$ cat config.mk
export PLATFORM = sky130hd
export DESIGN_NAME = brcpu_unit
export DESIGN_NICKNAME = d
export VERILOG_FILES = /design/src/common/brcpu_pkg.sv /design/src/design/brcpu_unit.sv /design/src/design/brcpu_field_sel.sv /design/src/design/brcpu_rotl.sv
export VERILOG_INCLUDE_DIRS = /design/src /design/src/common
export SDC_FILE = /design/constraint.sdc
export NUM_CORES = 1
export LEC_CHECK = 0
export ABC_AREA = 1
export BUFFER_PORTS_ARGS = -buffer_cell sky130_fd_sc_hd__clkbuf_2
export CORE_MARGIN = 8
export CORE_UTILIZATION = 45
export DETAILED_ROUTE_END_ITERATION = 7
export PLACE_DENSITY = 0.65
export SETUP_SLACK_MARGIN = 0.2
export SYNTH_ARGS = -nofsm -noshare
export SYNTH_HDL_FRONTEND = slang
export SYNTH_SLANG_ARGS = --single-unit
$ cat constraint.sdc
create_clock -name clk -period 2.9 [get_ports clk]
set_clock_uncertainty 0.2 [all_clocks]
set_input_delay 0.29 -clock clk [delete_from_list [all_inputs] [get_ports clk]]
set_output_delay 0.29 -clock clk [all_outputs]
set_load 0.1 [all_outputs]
$ cat src/common/brcpu_defs.svh
/*
 * widths, field positions and reset values of the bit rotate / colour pack unit.
 * assumes: included by bare name from the package and the design files.
 */
`ifndef BRCPU_DEFS_SVH
`define BRCPU_DEFS_SVH

// ============================================================
// widths
`define BRCPU_DATA_W 32
`define BRCPU_BYTE_W 8
`define BRCPU_NIB_W 4
`define BRCPU_WORD_W 16
`define BRCPU_CNT_W 5

// ============================================================
// selector widths
`define BRCPU_SEL_W 3
`define BRCPU_BYTE_SEL_W 2
`define BRCPU_NIB_SEL_W 3
`define BRCPU_WORD_SEL_W 1

// ============================================================
// colour field positions, 5:6:5 source
`define BRCPU_R5_HI 15
`define BRCPU_R5_LO 11
`define BRCPU_G6_HI 10
`define BRCPU_G6_LO 5
`define BRCPU_B5_HI 4
`define BRCPU_B5_LO 0

// ============================================================
// colour field positions, 8:8:8 source (top bits kept when narrowing)
`define BRCPU_R8_HI 31
`define BRCPU_R8_LO 27
`define BRCPU_G8_HI 23
`define BRCPU_G8_LO 18
`define BRCPU_B8_HI 15
`define BRCPU_B8_LO 11

// ============================================================
// reset values
`define BRCPU_DATA_RST 32'h0000_0000
`define BRCPU_SEL_RST 3'h0

`endif

$ cat src/common/brcpu_pkg.sv
/*
 * types of the bit rotate / colour pack unit: operation codes, flag write
 * suffix, request and result carriers.
 * assumes: brcpu_defs.svh is on the include path.
 */
`include "brcpu_defs.svh"

package brcpu_pkg;

    // ============================================================
    // operations
    typedef enum logic [3:0] {
        flag_pair_right_rotate,
        bit_order_flip,
        color_565_widen,
        color_888_narrow,
        rotate_left,
        byte_rotate_in,
        byte_rotate_in_short,
        nibble_rotate_in,
        nibble_rotate_in_short,
        word_rotate_in_short,
        byte_select_prefix,
        nibble_select_prefix,
        word_select_prefix
    } brcpu_op_t;

    // ============================================================
    // flag write suffix
    typedef enum logic [1:0] {
        no_flag_write,
        carry_write_suffix,
        zero_flag_write_suffix,
        both_flags_write_suffix
    } brcpu_suffix_t;

    // ============================================================
    // carriers
    typedef struct packed {
        brcpu_op_t op;
        logic [`BRCPU_DATA_W-1:0] d;
        logic [`BRCPU_DATA_W-1:0] s;
        logic [`BRCPU_SEL_W-1:0] sel;
        logic c;
        logic z;
        brcpu_suffix_t suffix;
    } brcpu_req_t;

    typedef struct packed {
        logic [`BRCPU_DATA_W-1:0] d;
        logic d_we;
        logic c;
        logic z;
        logic c_we;
        logic z_we;
    } brcpu_res_t;

endpackage : brcpu_pkg

$ cat src/design/brcpu_unit.sv
/*
 * bit rotate / colour pack datapath slice: one request per cycle, result and
 * flag write enables registered one cycle later.
 * assumes: the sequencer presents operands and old flags with req_valid, and
 * applies d, c and z only where the matching write enables are set.
 */
`timescale 1ns/100ps
`include "brcpu_defs.svh"

// Contract
// - flag pair rotate: {c, z, d[31:2]}, new c=d[1], new z=d[0]
// - bit order flip reverses all 32 bits of d
// - widen 5:6:5 in d[15:0] to 8:8:8 in d[31:8], low byte zero
// - narrow takes d[31:27], d[23:18], d[15:11] into 16 low bits
// - rotate left d by s[4:0], register or immediate source
// - rotate carry is last bit out, or d[31] when count zero
// - byte rotate-in: {d[23:0], byte n of s}
// - short byte rotate-in takes source and selector from preceding prefix
// - nibble rotate-in: {d[27:0], nibble n of s}
// - short nibble rotate-in takes source and selector from preceding prefix
// - short word rotate-in shifts in the word chosen by preceding prefix
module brcpu_unit (
    // clock and reset
    input wire logic clk,
    input wire logic rstn,
    // request from the sequencer
    input wire logic req_valid,
    input wire brcpu_pkg::brcpu_req_t req,
    // result to the register file and flags
    output logic res_valid,
    output brcpu_pkg::brcpu_res_t res
);
    // ============================================================
    // prefix setup
    // the setup lives for exactly the next accepted instruction; idle cycles
    // in between keep it, reset discards it; the prefix is only a one-shot modifier
    brcpu_pkg::brcpu_op_t setup_kind;
    logic setup_live;
    logic [`BRCPU_DATA_W-1:0] setup_src;
    logic [`BRCPU_SEL_W-1:0] setup_sel;
    logic is_prefix;

    assign is_prefix = (req.op == brcpu_pkg::byte_select_prefix)
        || (req.op == brcpu_pkg::nibble_select_prefix)
        || (req.op == brcpu_pkg::word_select_prefix);

    always_ff @(posedge clk) begin
        if (!rstn) begin
            setup_live <= 1'b0;
            setup_kind <= brcpu_pkg::byte_select_prefix;
            setup_src <= `BRCPU_DATA_RST;
            setup_sel <= `BRCPU_SEL_RST;
        end else if (req_valid) begin
            setup_live <= is_prefix;
            if (is_prefix) begin
                setup_kind <= req.op;
                setup_src <= req.s;
                setup_sel <= req.sel;
            end
        end
    end

    // ============================================================
    // operand choice for the rotate-in forms
    // without a matching prefix the short forms fall back to field 0 of s
    logic use_byte_setup;
    logic use_nib_setup;
    logic use_word_setup;
    logic [`BRCPU_DATA_W-1:0] byte_src;
    logic [`BRCPU_DATA_W-1:0] nib_src;
    logic [`BRCPU_DATA_W-1:0] word_src;
    logic [`BRCPU_SEL_W-1:0] byte_sel;
    logic [`BRCPU_SEL_W-1:0] nib_sel;
    logic [`BRCPU_SEL_W-1:0] word_sel;

    assign use_byte_setup = (req.op == brcpu_pkg::byte_rotate_in_short) && setup_live
        && (setup_kind == brcpu_pkg::byte_select_prefix);
    assign use_nib_setup = (req.op == brcpu_pkg::nibble_rotate_in_short) && setup_live
        && (setup_kind == brcpu_pkg::nibble_select_prefix);
    assign use_word_setup = (req.op == brcpu_pkg::word_rotate_in_short) && setup_live
        && (setup_kind == brcpu_pkg::word_select_prefix);

    assign byte_src = use_byte_setup ? setup_src : req.s;
    assign byte_sel = use_byte_setup ? setup_sel
        : ((req.op == brcpu_pkg::byte_rotate_in) ? req.sel : `BRCPU_SEL_RST);
    assign nib_src = use_nib_setup ? setup_src : req.s;
    assign nib_sel = use_nib_setup ? setup_sel
        : ((req.op == brcpu_pkg::nibble_rotate_in) ? req.sel : `BRCPU_SEL_RST);
    assign word_src = use_word_setup ? setup_src : req.s;
    assign word_sel = use_word_setup ? setup_sel : `BRCPU_SEL_RST;

    // ============================================================
    // field selectors and rotator
    logic [`BRCPU_BYTE_W-1:0] byte_field;
    logic [`BRCPU_NIB_W-1:0] nib_field;
    logic [`BRCPU_WORD_W-1:0] word_field;
    logic [`BRCPU_DATA_W-1:0] rotl_res;
    logic rotl_carry;

    brcpu_field_sel #(.W(`BRCPU_BYTE_W), .SW(`BRCPU_BYTE_SEL_W)) u_byte_sel (
        .src(byte_src),
        .sel(byte_sel[`BRCPU_BYTE_SEL_W-1:0]),
        .field(byte_field)
    );

    brcpu_field_sel #(.W(`BRCPU_NIB_W), .SW(`BRCPU_NIB_SEL_W)) u_nib_sel (
        .src(nib_src),
        .sel(nib_sel[`BRCPU_NIB_SEL_W-1:0]),
        .field(nib_field)
    );

    brcpu_field_sel #(.W(`BRCPU_WORD_W), .SW(`BRCPU_WORD_SEL_W)) u_word_sel (
        .src(word_src),
        .sel(word_sel[`BRCPU_WORD_SEL_W-1:0]),
        .field(word_field)
    );

    brcpu_rotl u_rotl (
        .d(req.d),
        .cnt(req.s[`BRCPU_CNT_W-1:0]),
        .res(rotl_res),
        .carry(rotl_carry)
    );

    // ============================================================
    // result datapath
    logic [`BRCPU_DATA_W-1:0] next_d;
    logic next_d_we;
    logic next_c;
    logic next_z;
    logic [`BRCPU_DATA_W-1:0] flipped;

    always_comb begin
        for (int i = 0; i < `BRCPU_DATA_W; i++) begin
            flipped[i] = req.d[`BRCPU_DATA_W-1-i];
        end
    end

    always_comb begin
        next_d = req.d;
        next_d_we = 1'b1;
        next_c = req.c;
        next_z = 1'b0;
        case (req.op)
            brcpu_pkg::flag_pair_right_rotate: begin
                next_d = {req.c, req.z, req.d[`BRCPU_DATA_W-1:2]};
                next_c = req.d[1];
                next_z = req.d[0];
            end
            brcpu_pkg::bit_order_flip: begin
                next_d = flipped;
            end
            brcpu_pkg::color_565_widen: begin
                next_d = {req.d[`BRCPU_R5_HI:`BRCPU_R5_LO], req.d[15:13],
                    req.d[`BRCPU_G6_HI:`BRCPU_G6_LO], req.d[10:9],
                    req.d[`BRCPU_B5_HI:`BRCPU_B5_LO], req.d[4:2], 8'h00};
            end
            brcpu_pkg::color_888_narrow: begin
                next_d = {16'h0000, req.d[`BRCPU_R8_HI:`BRCPU_R8_LO],
                    req.d[`BRCPU_G8_HI:`BRCPU_G8_LO],
                    req.d[`BRCPU_B8_HI:`BRCPU_B8_LO]};
            end
            brcpu_pkg::rotate_left: begin
                next_d = rotl_res;
                next_c = rotl_carry;
            end
            brcpu_pkg::byte_rotate_in,
            brcpu_pkg::byte_rotate_in_short: begin
                next_d = {req.d[23:0], byte_field};
            end
            brcpu_pkg::nibble_rotate_in,
            brcpu_pkg::nibble_rotate_in_short: begin
                next_d = {req.d[27:0], nib_field};
            end
            brcpu_pkg::word_rotate_in_short: begin
                next_d = {req.d[15:0], word_field};
            end
            default: begin
                // prefixes only leave a setup, nothing is written back
                next_d_we = 1'b0;
            end
        endcase
        // zero flag follows the result except where the op defines its own
        if (req.op != brcpu_pkg::flag_pair_right_rotate) begin
            next_z = (next_d == `BRCPU_DATA_RST);
        end
    end

    // ============================================================
    // result register
    always_ff @(posedge clk) begin
        if (!rstn) begin
            res_valid <= 1'b0;
        end else begin
            res_valid <= req_valid;
        end
    end

    always_ff @(posedge clk) begin
        if (!rstn) begin
            res <= '0;
        end else if (req_valid) begin
            res.d <= next_d;
            res.d_we <= next_d_we;
            res.c <= next_c;
            res.z <= next_z;
            // flags held back unless the suffix asks; prefixes never write them
            res.c_we <= next_d_we && ((req.suffix == brcpu_pkg::carry_write_suffix)
                || (req.suffix == brcpu_pkg::both_flags_write_suffix));
            res.z_we <= next_d_we && ((req.suffix == brcpu_pkg::zero_flag_write_suffix)
                || (req.suffix == brcpu_pkg::both_flags_write_suffix));
        end else begin
            res.d_we <= 1'b0;
            res.c_we <= 1'b0;
            res.z_we <= 1'b0;
        end
    end

    // ============================================================
    // checks
    a_flag_pair_rot: assert property (@(posedge clk) disable iff (!rstn)
        req_valid && req.op == brcpu_pkg::flag_pair_right_rotate |=>
        res.d == {$past(req.c), $past(req.z), $past(req.d[31:2])}
        && res.c == $past(req.d[1]) && res.z == $past(req.d[0]))
        else $error("flag pair rotate result wrong");

    a_bit_flip: assert property (@(posedge clk) disable iff (!rstn)
        req_valid && req.op == brcpu_pkg::bit_order_flip |=>
        res.d[31] == $past(req.d[0]) && res.d[0] == $past(req.d[31])
        && res.d[16] == $past(req.d[15]))
        else $error("bit order flip wrong");

    a_color_widen: assert property (@(posedge clk) disable iff (!rstn)
        req_valid && req.op == brcpu_pkg::color_565_widen |=>
        res.d[7:0] == 8'h00 && res.d[31:27] == $past(req.d[15:11])
        && res.d[23:18] == $past(req.d[10:5]) && res.d[10:8] == $past(req.d[4:2]))
        else $error("colour widen wrong");

    a_color_narrow: assert property (@(posedge clk) disable iff (!rstn)
        req_valid && req.op == brcpu_pkg::color_888_narrow |=>
        res.d[31:16] == 16'h0000 && res.d[15:11] == $past(req.d[31:27])
        && res.d[10:5] == $past(req.d[23:18]) && res.d[4:0] == $past(req.d[15:11]))
        else $error("colour narrow wrong");

    a_rotl_data: assert property (@(posedge clk) disable iff (!rstn)
        req_valid && req.op == brcpu_pkg::rotate_left && req.s[4:0] == 5'h01 |=>
        res.d == {$past(req.d[30:0]), $past(req.d[31])})
        else $error("rotate left by one wrong");

    a_rotl_carry: assert property (@(posedge clk) disable iff (!rstn)
        req_valid && req.op == brcpu_pkg::rotate_left |=>
        res.c == (($past(req.s[4:0]) == 5'h00) ? $past(req.d[31])
        : ((($past(req.d) >> (6'd32 - {1'b0, $past(req.s[4:0])})) & 32'h1) != 32'h0)))
        else $error("rotate left carry wrong");

    a_byte_rot_in: assert property (@(posedge clk) disable iff (!rstn)
        req_valid && req.op == brcpu_pkg::byte_rotate_in && req.sel[1:0] == 2'h3 |=>
        res.d == {$past(req.d[23:0]), $past(req.s[31:24])})
        else $error("byte rotate-in wrong");

    a_byte_prefix: assert property (@(posedge clk) disable iff (!rstn)
        req_valid && req.op == brcpu_pkg::byte_select_prefix && req.sel[1:0] == 2'h1
        ##1 req_valid && req.op == brcpu_pkg::byte_rotate_in_short |=>
        res.d[7:0] == $past(req.s[15:8], 2))
        else $error("prefixed byte rotate-in wrong");

    a_nib_rot_in: assert property (@(posedge clk) disable iff (!rstn)
        req_valid && req.op == brcpu_pkg::nibble_rotate_in && req.sel == 3'h7 |=>
        res.d == {$past(req.d[27:0]), $past(req.s[31:28])})
        else $error("nibble rotate-in wrong");

    a_nib_prefix: assert property (@(posedge clk) disable iff (!rstn)
        req_valid && req.op == brcpu_pkg::nibble_select_prefix && req.sel == 3'h2
        ##1 req_valid && req.op == brcpu_pkg::nibble_rotate_in_short |=>
        res.d[3:0] == $past(req.s[11:8], 2))
        else $error("prefixed nibble rotate-in wrong");

    a_word_prefix: assert property (@(posedge clk) disable iff (!rstn)
        req_valid && req.op == brcpu_pkg::word_select_prefix && req.sel[0]
        ##1 req_valid && req.op == brcpu_pkg::word_rotate_in_short |=>
        res.d == {$past(req.d[15:0]), $past(req.s[31:16], 2)})
        else $error("prefixed word rotate-in wrong");

    a_flag_write: assert property (@(posedge clk) disable iff (!rstn)
        req_valid && req.suffix == brcpu_pkg::no_flag_write |=>
        !res.c_we && !res.z_we)
        else $error("flags written without suffix");
endmodule : brcpu_unit

$ cat src/design/brcpu_field_sel.sv
/*
 * field selector: picks field number sel, of width w, out of a 32-bit word.
 * assumes: sel never names a field beyond the word.
 */
`timescale 1ns/100ps
`include "brcpu_defs.svh"

module brcpu_field_sel #(
    parameter int W = 8,
    parameter int SW = 2
) (
    // source
    input wire logic [`BRCPU_DATA_W-1:0] src,
    input wire logic [SW-1:0] sel,
    // field
    output logic [W-1:0] field
);
    logic [`BRCPU_DATA_W-1:0] shifted;

    assign shifted = src >> (sel * W);
    assign field = shifted[W-1:0];
endmodule : brcpu_field_sel

$ cat src/design/brcpu_rotl.sv
/*
 * 32-bit left rotator with the carry result of the rotate instruction.
 * assumes: purely combinational, driven from the unit's request.
 */
`timescale 1ns/100ps
`include "brcpu_defs.svh"

module brcpu_rotl (
    // operand
    input wire logic [`BRCPU_DATA_W-1:0] d,
    input wire logic [`BRCPU_CNT_W-1:0] cnt,
    // result
    output logic [`BRCPU_DATA_W-1:0] res,
    output logic carry
);
    logic [2*`BRCPU_DATA_W-1:0] dbl;

    // doubled word shifted, upper half kept
    assign dbl = {d, d} << cnt;
    assign res = dbl[2*`BRCPU_DATA_W-1:`BRCPU_DATA_W];
    // the last bit out of bit 31 wraps into bit 0
    assign carry = (cnt != 5'h0) ? res[0] : d[`BRCPU_DATA_W-1];
endmodule : brcpu_rotl

# Yosys cells after proc, flatten, opt, wreduce, memory -nomap -nowiden
# Cells that the tools add are included.
[totals]
register_bits = 78
input_bits = 78
output_inout_bits = 38
wordCells = 68
[classes]
n_eq_ne = 18
shifts = 4
muxes = 14
reduce_logical = 21
[op_table]
columns = ["cell", "count"]
rows = [
  ["case mux 32 bit (8 select lines)", 1],
  ["2-to-1 mux 32 bit", 3],
  ["<< shifter 64 x 5 -> 64 bit", 1],
  ["equality test 4 bit (second input constant)", 8],
  ["zero test 32 bit", 1],
  [">> shifter 32 x 5 -> 16 bit", 1],
  [">> shifter 32 x 5 -> 4 bit", 1],
  [">> shifter 32 x 5 -> 8 bit", 1],
  ["equality test 4 x 3 -> 1 bit (second input constant)", 4],
  ["OR reduction 10 bit", 1],
  ["equality test 4 x 2 -> 1 bit (second input constant)", 2],
  ["logical AND 1 bit", 8],
  ["2-to-1 mux 3 bit", 2],
  ["2-to-1 mux 1 bit", 5],
  ["nonzero test 5 bit", 1],
  ["equality test 2 bit (second input constant)", 2],
  ["equality test 4 x 1 -> 1 bit (second input constant)", 1],
  ["zero test 4 bit", 1],
  ["logical OR 1 bit", 4],
  ["2-to-1 mux 2 bit", 2],
  ["AND reduction 2 bit", 2],
  ["nonzero test 4 bit", 1],
  ["OR reduction 2 bit", 2],
  ["equality test 2 x 1 -> 1 bit (second input constant)", 1],
  ["case mux 1 bit (2 select lines)", 1],
]

# Logic depth before layout (Yosys ltp)
[logic_depth]
depth_word = 8
depth_mapped = 20

# Hierarchy
# From an unflattened synthesis, not the netlist that was laid out.
[hier_totals]
hier_cells = 1743
hier_area_um2 = 8971.1
[by_module_without_submodules]
columns = ["module", "instances", "cells_per_inst", "area_per_inst_um2", "seq_area_each_um2"]
rows = [
  ["brcpu_unit", 1, 1092, 5997.0, 1561.5],
  ["brcpu_rotl", 1, 398, 1890.6, 0.0],
  ["brcpu_field_sel (u_nib_sel)", 1, 107, 444.2, 0.0],
  ["brcpu_field_sel (u_byte_sel)", 1, 94, 395.4, 0.0],
  ["brcpu_field_sel (u_word_sel)", 1, 52, 244.0, 0.0],
]

# Worst setup path before layout
# Ideal clock, no wire load.
[synth_timing]
kind = "register -> register"
from = "register setup_kind[0]"
to = "register res[2] (netlist bit)"
arrival_ns = 1.907
required_ns = 2.632
slack_ns = 0.725
stages_incl_launch_ff = 18
path_buffers = 2
path_cell_list = "dfxtp_1 -> inv_1 -> nand2_1 -> nor2_1 -> nand3_2 -> buf_6 -> o21ai_4 -> buf_6 -> nand2_1 -> a21oi_2 -> nor2_1 -> nor2_1 -> nand2_1 -> nand2_1 -> nand3_1 -> nor2_1 -> nand2_1 -> a21oi_2"
[synth_via]
elab_chain_len = 7
[synth_rtl]
columns = ["element", "line", "source"]
rows = [
  ["from (decl)", "brcpu_unit.sv:37", "brcpu_pkg::brcpu_op_t setup_kind;"],
  ["from (signal assigned)", "brcpu_unit.sv:50", "setup_kind <= brcpu_pkg::byte_select_prefix;"],
  ["from (signal assigned)", "brcpu_unit.sv:56", "setup_kind <= req.op;"],
  ["equality test 4 bit, on equally long branches", "brcpu_unit.sv:81, brcpu_unit.sv:77, brcpu_unit.sv:79", ""],
  ["logical AND 1 bit, on equally long branches", "brcpu_unit.sv:81, brcpu_unit.sv:77, brcpu_unit.sv:79", ""],
  ["2-to-1 mux 32 bit (tied with other cells)", "brcpu_unit.sv:89", "assign word_src = use_word_setup ? setup_src : req.s;"],
  [">> shifter 32 x 5 -> 16 bit (tied with other cells)", "brcpu_field_sel.sv:20", "assign shifted = src >> (sel * W);"],
  ["case mux 32 bit (8 select lines) *", "brcpu_unit.sv:144", "case (req.op)"],
  ["zero test 32 bit (no line) *", "-", ""],
  ["2-to-1 mux 1 bit *", "brcpu_unit.sv:184", "if (req.op != brcpu_pkg::flag_pair_right_rotate) begin"],
  ["to (decl)", "brcpu_unit.sv:31", "output brcpu_pkg::brcpu_res_t res"],
]
# Mark *: on every way between the ends. The rest lies on a longest branch, timed or not.
# A chain may end at the register's enable or synchronous reset.

# Worst setup path after layout
[layout_timing]
from = "register setup_kind[2]"
to = "register res[2] (netlist bit)"
# The elaborated chain is that of the path after synthesis.

==> impl_metrics.csv <==
group,metric,value,unit
synth,yosys_warnings,0,
finish,final_layout_net_count,1765,
timing,worst_slew_pin_slew,0.666,ns
finish,fill_cells,1980,
worst_setup_path,r2r_start,"setup_kind[2]",
synth,syn_area,0.00829,mm^2
grt,antenna_found_initial,0,
synth,synth.largest_area_cell,"nand2_1",
finish,drive_gt1_frac,0.163,
synth,netlist_instances,1570,
worst_setup_path,timing.critical_path.arrival,2.73,ns
synth,async_reset_ff_frac,0,
grt,first_global_vias,10262,
worst_setup_path,cp_data_required_time,2.98,ns
die,number_of_standard_cell_rows_in_the_floorplan,49,
clock_tree,cts-root-to-sink-buffers,2,
worst_setup_path,ff2ff_setup_slack,0.25,ns
outcome,run_status,"finished clean",
clock_tree,clock_sink_count,78,
finish,multiInputGateArea,0.00594,mm^2
finish,insertedDiodeCount,0,
synth,synth_top_cells_by_count,"nand2_1, nand3_1, o21ai_0",
die,io-pin-count,116,
synth,synth_top_cell_area_share,0.253,
worst_setup_path,start_kind,"flop",
die,floorplan.die_area,0.0230,mm^2
power,total_power,0.00388,W
grt,wire_length_of_the_first_global_routing_pass,59400,um
power,power_density,387,mW/mm^2
worst_setup_path,critical_path_peak_fanout,13,
placed_design,place_congestion,1.05,
finish,final-seq-area,0.00157,mm^2
route,routed-via-count,11652,
route,detail_route.wirelength,40000,um
timing,finalCriticalPeriod,2.65,ns
route,drtPass1Iterations,5,
placed_design,placement.io_buffers,115,
synth,yosysSeqAreaShare,0.188,
min_path,timing.hold.worst_path_depth,3,
die,initial_core_util,0.460,
worst_setup_path,r2r_cells,19,
finish,area_delta_synth_final,20.9,%
timing,setup_repair_after_global_routing_missed_its_margin,"false",
route,drt_iter0_markers,1671,
route,avgViaCountPerCell,6.07,
die,fp.dieW,152,um
power,ir_worst_vdd,0.454,mV
worst_setup_path,timing_worst_setup_path_type,"flop to flop",
grt,grt_max_degree,68,
route,drt_drc_violations_left,0,
timing,timing.final.setup_violations,0,
clock_tree,ctsRootBufferMaster,"clkbuf_16",
timing,finalWorstSetupSlack,0.249,ns
synth,synth.most_common_cell,"nand2_1",
timing,timing.final.hold_violations,0,
grt,global_route.overflow_total,0,
synth,synthesized_net_count,1648,
clock_tree,tritoncts_clock_tree,"done",
synth,yosysUniqueCellTypes,40,
clock_tree,cts-htree-levels,3,
worst_setup_path,timing.rr.end,"res[2]",
die,fp.coreArea,0.0180,mm^2
synth,synth_area_leaders,"nand2_1, dfxtp_1, nand3_1, o21ai_0, a21oi_1",
synth,synthFlopType,"dfxtp_1",
clock_tree,insertion_delay,0.36,ns
job,drv.max_cap_violation_count,0,
power,power.leakage,4.98,nW
min_path,min_to,"setup_src[23]",
route,routedWlPerCell,20.8,um
timing,report.final.slew_viol_count,0,
route,drt.antenna.violating_nets,0,
die,die_height,152,um
worst_setup_path,crit_path_start,"setup_kind[2]",
clock_tree,cts_made_buffers,9,
timing,maxSlewHeadroom,0.555,
clock_tree,clk_transition_reported_paths,0.07,ns
placed_design,pre_cts_slack,0.0760,ns
synth,synth_edf_count,0,
min_path,worstHoldPathType,"input pin to flop",
timing,max_freq,0.377,GHz
synth,yosys_register_bits,78,
timing,fin_setup_tns,0,ns
grt,groute.usage.overall,0.335,
min_path,holdCritStartpoint,"req[30]",
synth,post_synth.cell_area_avg,5.28,um^2
worst_setup_path,endpoint_kind,"flop",
timing,timing.final.crit_share,0.914,
placed_design,place.detailed.hpwl,29600,um
[worst max-delay path: stages (launching register included)]
cell and delay [ns]:
dfxtp_2 0.35, inv_1 0.07, nand2_2 0.10, nor2_4 0.21, nand3_4 0.14, buf_12 0.17, buf_12 0.14, o21ai_0 0.20
nand2_1 0.08, nand2_1 0.07, nand2_1 0.07, nand2_1 0.07, nand2_1 0.05, nand3_1 0.08, nand2_1 0.09, nand2_2 0.08
nand3_1 0.10, nor2_1 0.11, nand2_1 0.07, a21oi_2 0.11
[worst max path at each step]
stage | cells after the start | to
floorplan | 17 | res[2]
global placement | 18 | res[2]
detailed placement | 16 | res[2]
CTS | 16 | res[2]
global route | 19 | res[2]
finish | 19 | res[2]
[where the power goes]
group / leakage (nW) / total [W] / internal, W / switching [W]
Sequential: 0.643 / 0.00119 / 0.00114 / 0.0000512
Combinational: 4.20 / 0.00156 / 0.000414 / 0.00115
Clock: 0.134 / 0.00113 / 0.000593 / 0.000536
Total: 4.98 / 0.00388 / 0.00215 / 0.00174
[layer usage]
metal | vias to the layer above | GRT usage | routed length, um
met5 | - | 0 | 0
met4 | 0 | 0.124 | 1520
met3 | 116 | 0.0882 | 5560
met2 | 812 | 0.474 | 16200
met1 | 5254 | 0.474 | 16800
li1 | 5470 | - | -
[cell type report]
class                      count  share of cell area
multi-input combinational   1272               0.593
sequential                    78               0.157
timing repair buffer         206               0.149
inverter                     120              0.0453
tap                          229              0.0286
clock buffer                   9              0.0225
clock inverter                 7             0.00574
[cells by family after synthesis]
logic type,Yosys count,synth area share
AO/OA/AOI/OAI,329,0.221
buffers and inverters,221,0.108
flip-flops,78,0.188
AND/OR/NAND/NOR,942,0.482
[cells in the final DEF, fill, tap and decap left out, types with 5 or more instances in the layout]
cell type,instances
nand4_1,7
nor2_1,78
nand3_1,263
o21ai_0,147
inv_1,104
a21oi_1,99
o22ai_1,10
o211ai_1,8
clkinv_1,6
o21ai_1,23
clkbuf_2,115
o2111ai_1,9
dfxtp_1,73
dlygate4sd3_1,7
nor2_2,5
nor3_1,8
nor2_4,6
clkbuf_16,11
inv_2,9
buf_4,67
nand2_2,14
nand2_1,549
o221ai_1,10
buf_12,14
[per-stage QoR]
stage | utilization | std cells | hold slack, ns | cell area (um^2)
floorplan | - | 1570 | 0.180 | 8290
global placement | 0.518 | 1879 | 0.280 | 9340
detailed placement | 0.518 | 1879 | 0.296 | 9340
CTS | 0.539 | 1904 | 0.000516 | 9720
global route | 0.556 | 1921 | 0.0251 | 10000
finish | 0.556 | 1921 | 0.00985 | 10000
[flip-flops by register name, indices dropped and copies added (netlist names)]
name and count:
res 37, setup_src 32, setup_kind 4, setup_sel 3
res_valid 1, setup_live 1
[repair_timing]
action,CTS,global route
buffers inserted,2,14
cloned,0,3
hold buffers,7,0
setup endpoints to repair,1,6
pin swaps,2,10
hold endpoints to repair,7,0
resized for setup,2,48
Power figures use the tool's default switching activity.
